[src/logic/rfc_defines.svh]
// offsets, field positions, reset values and timing counts of the rf front-end bank
// Contract
// RULE_01 - rx bias fields, three reset 01, mixer 10
// RULE_02 - tx lo buffer field bits 5:4, reset 1
// RULE_03 - power index bits 2:0 selects table entry
// RULE_04 - keyed: one uses index, zero uses entry 0
// RULE_05 - ramps and shaping step entries zero to index
// RULE_06 - software loads cal config before calibration
// RULE_07 - charge pump stage skipped when enable zero
// RULE_08 - charge pump code bits 3:0, reset 1001
// RULE_09 - results readable, writable, written values used
// RULE_10 - bit 5 selects high or low oscillator
// RULE_11 - oscillator current result, write overrides it
// RULE_12 - unused bits read zero, writes ignored
// RULE_13 - calibration end overwrites result fields
`ifndef RFC_DEFINES_SVH
`define RFC_DEFINES_SVH

`define RFC_OFS_RX_BIAS 8'h21
`define RFC_OFS_TX_PWR 8'h22
`define RFC_OFS_CP 8'h23
`define RFC_OFS_OSC 8'h24
`define RFC_OFS_CAL_CTRL 8'h3E

`define RFC_LNA_LSB 6
`define RFC_A2M_LSB 4
`define RFC_RXLO_LSB 2
`define RFC_MIX_LSB 0
`define RFC_TXLO_LSB 4
`define RFC_PWR_LSB 0
`define RFC_CFG_LSB 6
`define RFC_CPEN_LSB 4
`define RFC_CPCODE_LSB 0
`define RFC_OSCHI_BIT 5
`define RFC_OSCCODE_LSB 0
`define RFC_START_BIT 0
`define RFC_DONE_BIT 1
`define RFC_BUSY_BIT 2
`define RFC_SKIP_BIT 3
`define RFC_IDX_LSB 4

`define RFC_RST_RX_BIAS 8'h56
`define RFC_RST_TX_LO 2'h1
`define RFC_RST_PWR_IDX 3'h0
`define RFC_RST_CAL_CFG 2'h2
`define RFC_RST_CP_EN 2'h2
`define RFC_RST_CP_CODE 4'h9
`define RFC_RST_OSC_HI 1'h0
`define RFC_RST_OSC_CODE 5'h0A

`define RFC_CLK_MHZ 10
`define RFC_SETTLE_NS 1000
`define RFC_SETTLE_CYC ((`RFC_SETTLE_NS * `RFC_CLK_MHZ + 999) / 1000)

`endif

[src/logic/rfc_pkg.sv]
// types shared by the rf front-end bank modules
package rfc_pkg;
    typedef enum logic [1:0] {CAL_IDLE, CAL_SETTLE, CAL_OSC, CAL_CP} rfc_cal_state_t;
    typedef enum logic [1:0] {SEQ_IDLE, SEQ_RUN, SEQ_DOWN} rfc_seq_state_t;

    typedef struct packed {
        logic [7:0] rx_bias;
        logic [1:0] tx_lo;
        logic [2:0] pwr_idx;
        logic [1:0] cal_cfg;
        logic [1:0] cp_en;
        logic [3:0] cp_code;
        logic osc_hi;
        logic [4:0] osc_code;
        rfc_cal_state_t cal_st;
        logic [7:0] settle;
        logic cal_done;
        logic cp_skipped;
        logic [7:0] rdata;
    } rfc_bank_t;

    typedef struct packed {
        rfc_seq_state_t st;
        logic [2:0] idx;
    } rfc_seq_t;
endpackage

[src/logic/rfc_pwr_if.sv]
// power sequencer link between the register bank and the ramp sequencer
`timescale 1ns/100ps
interface rfc_pwr_if;
    logic [2:0] power_index;
    logic ook_mode;
    logic tx_active;
    logic tx_symbol;
    logic step;
    logic [2:0] table_index;
    logic level_reached;
    logic idle;

    modport ctrl (
        output power_index, ook_mode, tx_active, tx_symbol, step,
        input table_index, level_reached, idle
    );
    modport seq (
        input power_index, ook_mode, tx_active, tx_symbol, step,
        output table_index, level_reached, idle
    );
endinterface

[src/logic/rfc_cal_bank.sv]
// rf front-end bias, power select and synthesizer calibration register bank
`timescale 1ns/100ps
`include "rfc_defines.svh"
module rfc_cal_bank #(
    parameter int SETTLE_CYC = `RFC_SETTLE_CYC
) (
    input wire logic ref_clk_i,
    input wire logic rst_i,
    input wire logic [7:0] reg_addr_i,
    input wire logic [7:0] reg_wdata_i,
    input wire logic reg_wr_i,
    input wire logic reg_rd_i,
    output logic [7:0] reg_rdata_o,
    output logic [1:0] low_noise_amp_bias_o,
    output logic [1:0] amp_to_mixer_bias_o,
    output logic [1:0] rx_lo_buffer_bias_o,
    output logic [1:0] mixer_bias_o,
    output logic [1:0] tx_lo_buffer_bias_o,
    output logic [1:0] cal_config_o,
    output logic [3:0] charge_pump_current_o,
    output logic osc_core_high_select_o,
    output logic [4:0] osc_current_o,
    output logic cal_busy_o,
    output logic cal_osc_req_o,
    output logic cal_cp_req_o,
    input wire logic meas_valid_i,
    input wire logic [4:0] osc_meas_i,
    input wire logic [3:0] cp_meas_i,
    input wire logic tx_active_i,
    input wire logic ook_mode_i,
    input wire logic tx_symbol_i,
    input wire logic tx_step_i,
    output logic [2:0] power_table_index_o,
    output logic tx_level_reached_o,
    output logic tx_idle_o
);
    localparam logic [7:0] SETTLE_LAST = 8'(SETTLE_CYC - 1);

    rfc_pkg::rfc_bank_t bank_reg;
    rfc_pkg::rfc_bank_t bank_next;
    logic wr_rx;
    logic wr_tx;
    logic wr_cp;
    logic wr_osc;
    logic wr_ctrl;
    logic start_req;
    logic [7:0] ctrl_view;

    rfc_pwr_if pwr_link ();

    rfc_power_seq u_seq (
        .ref_clk_i (ref_clk_i),
        .rst_i (rst_i),
        .pwr (pwr_link.seq)
    );

    assign pwr_link.power_index = bank_reg.pwr_idx;
    assign pwr_link.ook_mode = ook_mode_i;
    assign pwr_link.tx_active = tx_active_i;
    assign pwr_link.tx_symbol = tx_symbol_i;
    assign pwr_link.step = tx_step_i;

    // address decode; unmapped writes fall through untouched
    always_comb begin
        wr_rx = reg_wr_i && (reg_addr_i == `RFC_OFS_RX_BIAS);
        wr_tx = reg_wr_i && (reg_addr_i == `RFC_OFS_TX_PWR);
        wr_cp = reg_wr_i && (reg_addr_i == `RFC_OFS_CP);
        wr_osc = reg_wr_i && (reg_addr_i == `RFC_OFS_OSC);
        wr_ctrl = reg_wr_i && (reg_addr_i == `RFC_OFS_CAL_CTRL);
        start_req = wr_ctrl && reg_wdata_i[`RFC_START_BIT];
    end

    // calibration status view: done, busy, skip flag, live table index
    always_comb begin
        ctrl_view = 8'h00;
        ctrl_view[`RFC_DONE_BIT] = bank_reg.cal_done;
        ctrl_view[`RFC_BUSY_BIT] = (bank_reg.cal_st != rfc_pkg::CAL_IDLE);
        ctrl_view[`RFC_SKIP_BIT] = bank_reg.cp_skipped;
        ctrl_view[`RFC_IDX_LSB +: 3] = pwr_link.table_index;
    end

    always_comb begin
        bank_next = bank_reg;

        // software writes; only defined fields are stored
        if (wr_rx) begin
            bank_next.rx_bias = reg_wdata_i; // RULE_01
        end
        if (wr_tx) begin
            bank_next.tx_lo = reg_wdata_i[`RFC_TXLO_LSB +: 2]; // RULE_02 RULE_12
            bank_next.pwr_idx = reg_wdata_i[`RFC_PWR_LSB +: 3]; // RULE_03 RULE_12
        end
        if (wr_cp) begin
            bank_next.cal_cfg = reg_wdata_i[`RFC_CFG_LSB +: 2];
            bank_next.cp_en = reg_wdata_i[`RFC_CPEN_LSB +: 2]; // RULE_07
            bank_next.cp_code = reg_wdata_i[`RFC_CPCODE_LSB +: 4]; // RULE_08 RULE_09
        end
        if (wr_osc) begin
            bank_next.osc_hi = reg_wdata_i[`RFC_OSCHI_BIT]; // RULE_10 RULE_12
            bank_next.osc_code = reg_wdata_i[`RFC_OSCCODE_LSB +: 5]; // RULE_11 RULE_09
        end

        // done flag: writing one clears it, a new completion wins
        if (wr_ctrl && reg_wdata_i[`RFC_DONE_BIT]) begin
            bank_next.cal_done = 1'b0;
        end

        // calibration sequencer; a start while busy is ignored
        case (bank_reg.cal_st)
            rfc_pkg::CAL_IDLE: begin
                if (start_req) begin
                    bank_next.cal_st = rfc_pkg::CAL_SETTLE;
                    bank_next.settle = 8'h00;
                    bank_next.cp_skipped = 1'b0;
                end
            end
            rfc_pkg::CAL_SETTLE: begin
                // let the chosen core and config settle before measuring
                if (bank_reg.settle >= SETTLE_LAST) begin
                    bank_next.cal_st = rfc_pkg::CAL_OSC;
                end else begin
                    bank_next.settle = bank_reg.settle + 8'h01;
                end
            end
            rfc_pkg::CAL_OSC: begin
                if (meas_valid_i) begin
                    bank_next.osc_code = osc_meas_i; // RULE_13 RULE_11
                    if (bank_reg.cp_en == 2'h0) begin
                        bank_next.cal_st = rfc_pkg::CAL_IDLE; // RULE_07
                        bank_next.cp_skipped = 1'b1; // RULE_07
                        bank_next.cal_done = 1'b1;
                    end else begin
                        bank_next.cal_st = rfc_pkg::CAL_CP;
                    end
                end
            end
            rfc_pkg::CAL_CP: begin
                if (meas_valid_i) begin
                    bank_next.cp_code = cp_meas_i; // RULE_13 RULE_08
                    bank_next.cal_st = rfc_pkg::CAL_IDLE;
                    bank_next.cal_done = 1'b1;
                end
            end
            default: begin
                bank_next.cal_st = rfc_pkg::CAL_IDLE;
            end
        endcase

        // read data stand for the one cycle after the strobe
        bank_next.rdata = 8'h00;
        if (reg_rd_i) begin
            case (reg_addr_i)
                `RFC_OFS_RX_BIAS: begin
                    bank_next.rdata = bank_reg.rx_bias;
                end
                `RFC_OFS_TX_PWR: begin
                    bank_next.rdata[`RFC_TXLO_LSB +: 2] = bank_reg.tx_lo; // RULE_12
                    bank_next.rdata[`RFC_PWR_LSB +: 3] = bank_reg.pwr_idx;
                end
                `RFC_OFS_CP: begin
                    bank_next.rdata[`RFC_CFG_LSB +: 2] = bank_reg.cal_cfg;
                    bank_next.rdata[`RFC_CPEN_LSB +: 2] = bank_reg.cp_en;
                    bank_next.rdata[`RFC_CPCODE_LSB +: 4] = bank_reg.cp_code; // RULE_09
                end
                `RFC_OFS_OSC: begin
                    bank_next.rdata[`RFC_OSCHI_BIT] = bank_reg.osc_hi; // RULE_12
                    bank_next.rdata[`RFC_OSCCODE_LSB +: 5] = bank_reg.osc_code; // RULE_09
                end
                `RFC_OFS_CAL_CTRL: begin
                    bank_next.rdata = ctrl_view;
                end
                default: begin
                    bank_next.rdata = 8'h00; // RULE_12
                end
            endcase
        end
    end

    always_ff @(posedge ref_clk_i or posedge rst_i) begin
        if (rst_i) begin
            bank_reg.rx_bias <= `RFC_RST_RX_BIAS; // RULE_01
            bank_reg.tx_lo <= `RFC_RST_TX_LO; // RULE_02
            bank_reg.pwr_idx <= `RFC_RST_PWR_IDX; // RULE_03
            bank_reg.cal_cfg <= `RFC_RST_CAL_CFG;
            bank_reg.cp_en <= `RFC_RST_CP_EN; // RULE_07
            bank_reg.cp_code <= `RFC_RST_CP_CODE; // RULE_08
            bank_reg.osc_hi <= `RFC_RST_OSC_HI; // RULE_10
            bank_reg.osc_code <= `RFC_RST_OSC_CODE; // RULE_11
            bank_reg.cal_st <= rfc_pkg::CAL_IDLE;
            bank_reg.settle <= 8'h00;
            bank_reg.cal_done <= 1'b0;
            bank_reg.cp_skipped <= 1'b0;
            bank_reg.rdata <= 8'h00;
        end else begin
            bank_reg <= bank_next;
        end
    end

    assign reg_rdata_o = bank_reg.rdata;

    // analog settings follow the stored fields, written or calibrated
    assign low_noise_amp_bias_o = bank_reg.rx_bias[`RFC_LNA_LSB +: 2]; // RULE_01
    assign amp_to_mixer_bias_o = bank_reg.rx_bias[`RFC_A2M_LSB +: 2]; // RULE_01
    assign rx_lo_buffer_bias_o = bank_reg.rx_bias[`RFC_RXLO_LSB +: 2]; // RULE_01
    assign mixer_bias_o = bank_reg.rx_bias[`RFC_MIX_LSB +: 2]; // RULE_01
    assign tx_lo_buffer_bias_o = bank_reg.tx_lo; // RULE_02
    assign cal_config_o = bank_reg.cal_cfg;
    assign charge_pump_current_o = bank_reg.cp_code; // RULE_08 RULE_09
    assign osc_core_high_select_o = bank_reg.osc_hi; // RULE_10
    assign osc_current_o = bank_reg.osc_code; // RULE_11 RULE_09

    assign cal_busy_o = (bank_reg.cal_st != rfc_pkg::CAL_IDLE);
    assign cal_osc_req_o = (bank_reg.cal_st == rfc_pkg::CAL_OSC);
    assign cal_cp_req_o = (bank_reg.cal_st == rfc_pkg::CAL_CP);

    assign power_table_index_o = pwr_link.table_index; // RULE_05
    assign tx_level_reached_o = pwr_link.level_reached;
    assign tx_idle_o = pwr_link.idle;
endmodule

[src/logic/rfc_power_seq.sv]
// power table index sequencer: ramp up, keyed levels, ramp down
`timescale 1ns/100ps
module rfc_power_seq (
    input wire logic ref_clk_i,
    input wire logic rst_i,
    rfc_pwr_if.seq pwr
);
    rfc_pkg::rfc_seq_t state_reg;
    rfc_pkg::rfc_seq_t state_next;
    logic [2:0] target;

    // level to head for; keyed zero symbols use entry zero
    always_comb begin
        target = 3'h0;
        if (state_reg.st == rfc_pkg::SEQ_RUN) begin
            if (pwr.ook_mode && !pwr.tx_symbol) begin
                target = 3'h0; // RULE_04
            end else begin
                target = pwr.power_index; // RULE_03 RULE_04
            end
        end
    end

    always_comb begin
        state_next = state_reg;
        // one table entry per step, never jumping levels
        if (pwr.step) begin
            if (state_reg.idx < target) begin
                state_next.idx = state_reg.idx + 3'h1; // RULE_05
            end else if (state_reg.idx > target) begin
                state_next.idx = state_reg.idx - 3'h1; // RULE_05
            end
        end
        case (state_reg.st)
            rfc_pkg::SEQ_IDLE: begin
                if (pwr.tx_active) begin
                    state_next.st = rfc_pkg::SEQ_RUN;
                end
            end
            rfc_pkg::SEQ_RUN: begin
                if (!pwr.tx_active) begin
                    state_next.st = rfc_pkg::SEQ_DOWN;
                end
            end
            rfc_pkg::SEQ_DOWN: begin
                if (pwr.tx_active) begin
                    state_next.st = rfc_pkg::SEQ_RUN;
                end else if (state_next.idx == 3'h0) begin
                    state_next.st = rfc_pkg::SEQ_IDLE;
                end
            end
            default: begin
                state_next.st = rfc_pkg::SEQ_IDLE;
            end
        endcase
    end

    always_ff @(posedge ref_clk_i or posedge rst_i) begin
        if (rst_i) begin
            state_reg <= '{st: rfc_pkg::SEQ_IDLE, idx: 3'h0};
        end else begin
            state_reg <= state_next;
        end
    end

    assign pwr.table_index = state_reg.idx;
    assign pwr.level_reached = (state_reg.st == rfc_pkg::SEQ_RUN) && (state_reg.idx == target);
    assign pwr.idle = (state_reg.st == rfc_pkg::SEQ_IDLE);
endmodule

[config.mk]
export PLATFORM = sky130hd
export DESIGN_NAME = rfc_cal_bank
export DESIGN_NICKNAME = d
export VERILOG_FILES = /design/src/logic/rfc_pkg.sv /design/src/logic/rfc_pwr_if.sv /design/src/logic/rfc_cal_bank.sv /design/src/logic/rfc_power_seq.sv
export VERILOG_INCLUDE_DIRS = /design/src /design/src/logic
export SDC_FILE = /design/constraint.sdc
export NUM_CORES = 1
export LEC_CHECK = 0
export BUFFER_PORTS_ARGS = -buffer_cell sky130_fd_sc_hd__buf_2
export CORE_UTILIZATION = 30
export DETAILED_ROUTE_END_ITERATION = 12
export PLACE_DENSITY = 0.52
export SYNTH_ARGS = -nofsm -noshare
export SYNTH_HDL_FRONTEND = slang
export SYNTH_SLANG_ARGS = --single-unit
[constraint.sdc]
create_clock -name ref_clk_i -period 2.45 [get_ports ref_clk_i]
set_input_delay 0.245 -clock ref_clk_i [delete_from_list [all_inputs] [get_ports ref_clk_i]]
set_output_delay 0.245 -clock ref_clk_i [all_outputs]
set_load 0.005 [all_outputs]
======== After elaboration in Yosys (flattened, before gate mapping) ========
Cells that the tools add are included.
storage, ports and cells
  register bits after elaboration ......... 52
  input bits .............................. 34
  logic and storage cells ................. 97
cells by class
  add/subtract/negate cells ............... 3
  order comparisons ....................... 3
  equal/unequal tests ..................... 20
  multiplexer cells ....................... 35
  reductions and logical operators ........ 21
operator list
  cell                                                   count
  == test 8 x 6 -> 1 bit, second input constant          5
  2-to-1 mux 2 bit                                       9
  2-to-1 mux 8 bit                                       2
  case mux 8 bit (2 select lines)                        1
  2-to-1 mux 3 bit                                       5
  case mux 3 bit (5 select lines)                        1
  2-to-1 mux 4 bit                                       3
  case mux 2 bit (3 select lines)                        2
  2-to-1 mux 10 bit                                      1
  2-to-1 mux 5 bit                                       2
  inequality test 2 bit, second input constant           5
  case mux 2 bit (5 select lines)                        1
  logical AND 1 bit                                      9
  adder 8 x 1 -> 8 bit, second input constant            1
  >= comparator 8 x 4 -> 1 bit, second input constant    1
  case mux 2 bit (4 select lines)                        1
  AND reduction 4 bit                                    2
  2-to-1 mux 7 bit                                       1
  == test 2 bit, second input constant                   3
  zero test 2 bit                                        3
  inequality test 2 x 1 -> 1 bit, second input constant  3
  AND reduction 3 bit                                    2
  nonzero test 2 bit                                     3
  == test 2 x 1 -> 1 bit, second input constant          2
  other kinds (11)                                       14

======== Longest topological paths before layout ========
  depth after elaboration ................. 12
  depth in mapped cells ................... 9
  depth with buffers taken out ............ 9

======== Cells and area by module ========
A second synthesis with hierarchy kept.
second synthesis, totals
  cells, all modules ...................... 273
  area, all modules ....................... 2934.1 um2
modules (own cells, without submodules)
  module         times used  cells each  area an instance (um2)  sequential area each (um2)
  rfc_cal_bank   1           226         2526.2                  1189.9
  rfc_power_seq  1           47          407.9                   125.1

======== Worst setup path after synthesis ========
OpenSTA, ideal clock, no wires.
  path kind ............................... flip-flop to flip-flop
  start point ............................. register u_seq.state_reg[4] (netlist bit)
  end point ............................... register u_seq.state_reg[4] (netlist bit)
  setup time .............................. 129 ps
  arrival time ............................ 1985 ps
  setup slack ............................. 335 ps
  stages on the path, launching flop included .. 10
  period minus slack after synthesis ...... 2115 ps
  cells stage by stage .................... dfrtp_1 > nand2b_1 > a21oi_1 > nand2_1 > ha_1 > nand2b_1 > a21oi_1 > mux2i_1 > xor2_1 > o41a_1
RTL lines
  what                      RTL line             text
  start: declaration        rfc_power_seq.sv:8   rfc_pkg::rfc_seq_t state_reg;
  start signal: assignment  rfc_power_seq.sv:60  state_reg <= '{st: rfc_pkg::SEQ_IDLE, idx: 3'h0};
  start signal: assignment  rfc_power_seq.sv:62  state_reg <= state_next;

==> run metrics <==
run status=finished, final reports clean; HP Class=input port to async pin; crit path kind=flop to flop; Slew Limit Headroom=slightly below 60%; final non-filler cell total=453; DR pass1 iterations=4; max reg flops=14; post-CTS setup buffers=0; hold violation count in the final report=0; CP max FO=5; Antenna Cells=0; Post-synth ARST share=between 90% and 100%; combinational share of power=29.7%; Int Power=~1.6 mW; Num Clock Sinks=between 50 and 60; startpoint types=flop; routed vias=~2,100; wirelength, routed=6771 um; Mapped Avg Cell Area=roughly 10 sq um; top cells by area, synth=dfrtp_1, dfstp_2, buf_4; Residual DRC=0; ys flop type=dfrtp_1; I/O pin count=between 70 and 80; post-route ant nets=0; power per cell area=about 730 nW/um^2; actual slew at the worst max-slew pin=between 600 and 700 ps; GRT met3 Usage=3.273%; Req. time, crit path=2640 ps; Psw=between 0.8 and 0.9 mW; total number of yosys warnings=0; I/O Buffers=71; Clock Latency Late Sink=300 ps; Yosys top cell by area=dfrtp_1; max-cap viol count=0; clk buf depth=2; clock share of power=about a fifth; wire per inst=14.95 um; core area=about 9200 sq um; Syn Inst Count=between 200 and 300; syn_nets=322; sequential share of power=49.9%; CTS tree=built; first-pass GRT wire length=11,040 um; Tmin final=2282 ps; vias in the first global route=approximately 2,200; commonest non-fill, non-tap cell in the layout=buf_2; initial cell density of the core=31.09%; CTS Buf Count=5; synth unique cells=48; Root Buffer=clkbuf_8; initial antenna violation count=0; GRT busiest layer=met2; die area=9971 sq um; Power Total=~2.4 mW; top cell type's share of synthesized area=between 30% and 40%; most frequent cells in the layout=buf_2, dfrtp_1, nor2_1; endpoints failing setup=0; fin crit share=approximately 93%; max-slew violations=0; die outline width=between 90 and 100 um; final global-route overflow total=0; M1 GR Usage=between 10% and 20%; Global Route met2 Usage=22.92%; Fin Clk Skew=just over 5 ps; clock slew at reported path FFs=~90 ps; global router's overall resource usage=between 10 and 15%; fin nets=365; largest net degree at the start of global routing=30; leak pwr=roughly 1.6 nW; RD Place Congestion=about 0.80; sequential element share of the synthesized area=45.78%; Arrival @ worst endpoint=2470 ps; Critical Path End Type=flop; DP Wirelength=5196 um; htree depth=2; die height=~100 um; Cell Rows=35; sw frac=between 30% and 40%; Via density=about 4.6; Placed Cells=around 450; TNS Setup=0 ps; Seq cells post-synth=52; starting DRC count in detailed routing=between 100 and 150; share of post-route cells with drive strength above 1=between 30% and 40%; FMAX=between 400 and 500 MHz; area growth from synthesis to final layout=12.72%; Post-Synthesis Cell Area=2873 sq um; unrepaired setup endpoints after global routing=no; peak supply drop=roughly 0.00032 V; Post-synth EDFFs=0
==> area by class of cell <==
type                       count  area (sq um)
clock buffer                   7         76.32
inverter                       9         33.78
fill                         980          6002
clock inverter                 1         5.005
multi-input combinational    179          1254
tap                          129         161.4
sequential                    52          1315
timing repair buffer          76         392.9
==> per-stage QoR <==
step / setup slack [ps] / instance area [sq um] / util (%) / hold WS (ps)
5_1_grt: 3.332 / 3238 / 35.04 / 58.71
6_report: 167.8 / 3238 / 35.04 / 6.186
3_5_place_dp: 133.8 / 3149 / 34.08 / 366.5
2_1_floorplan: 335.3 / 2873 / - / 351.7
3_3_place_gp: 203.6 / 3149 / 34.08 / 371.5
4_1_cts: 103.1 / 3231 / 34.96 / 30.04
==> worst paths after layout <==
kind | from | to | slack [ps] | cells past startpoint
max | u_seq.state_reg[4]$_DFFE_PP0P_ | u_seq.state_reg[4]$_DFFE_PP0P_ | 170 | 9
min | rst_i | reg_rdata_o[1]$_DFF_PP0_ | 6 | 2
max reg2reg | u_seq.state_reg[4]$_DFFE_PP0P_ | u_seq.state_reg[4]$_DFFE_PP0P_ | 170 | 9
min reg2reg | bank_reg[9]$_DFF_PP0_ | bank_reg[9]$_DFF_PP0_ | 500 | 1
max in group asynchronous | rst_i | charge_pump_current_o[0]$_DFF_PP1_ | 1750 | 3
min in group ref_clk_i | cp_meas_i[0] | charge_pump_current_o[0]$_DFF_PP1_ | 150 | 3
==> cells by family (layout without fill, tap and decap cells) <==
logic type / Yosys count / in the layout / synth area share, %
AND/OR/NAND/NOR: 89 / 89 / 15.81
flip-flops: 52 / 52 / 45.78
buffers and inverters: 49 / 93 / 10.84
AO/OA/AOI/OAI: 43 / 43 / 9.844
multiplexers: 36 / 36 / 13.33
adder cells (fa/ha/maj): 8 / 8 / 3.484
XOR/XNOR: 3 / 3 / 0.9148
==> synthesized netlist by cell type, types with 8 or more instances <==
library cell	count
inv_1	9
nor2_1	30
nand3_1	8
ha_1	8
dfstp_2	11
dfrtp_1	41
buf_4	33
nand2_1	17
mux2i_1	18
a21oi_1	18
mux2_2	18
==> power by group through the flow <==
stage | logic [mW] | clock network, mW | registers [mW]
final | 0.699 | 0.481 | 1.17
after floorplan | 0.594 | 0 | 1.13
after global placement | 0.676 | 0 | 1.19
after detailed placement | 0.695 | 0 | 1.20
after CTS | 0.696 | 0.498 | 1.18
after global routing | 0.792 | 0.529 | 1.20
==> repair_timing <==
item | in CTS | in global routing
hold buffers | 0 | 0
gates resized for setup | 0 | 2
endpoints found under the setup margin | 0 | 1
==> per-layer routing <==
| metal | vias to the layer above | routed length [um] |
|---|---|---|
| met5 | - | 0 |
| met1 | 996 | 3228 |
| met3 | 6 | 357 |
| met4 | 0 | 74 |
| met2 | 54 | 3111 |
| li1 | 1017 | - |
==> critical path, stage by stage, from the launching register on <==
cell      delay (ps)
dfrtp_1          420
nand2b_1         190
a21oi_2          150
nand2_1           70
ha_1             300
nand3_1          170
o21a_1           220
o32ai_1          120
a31oi_1          100
o41a_1           420
No activity file was read; power rests on OpenSTA's default activity.
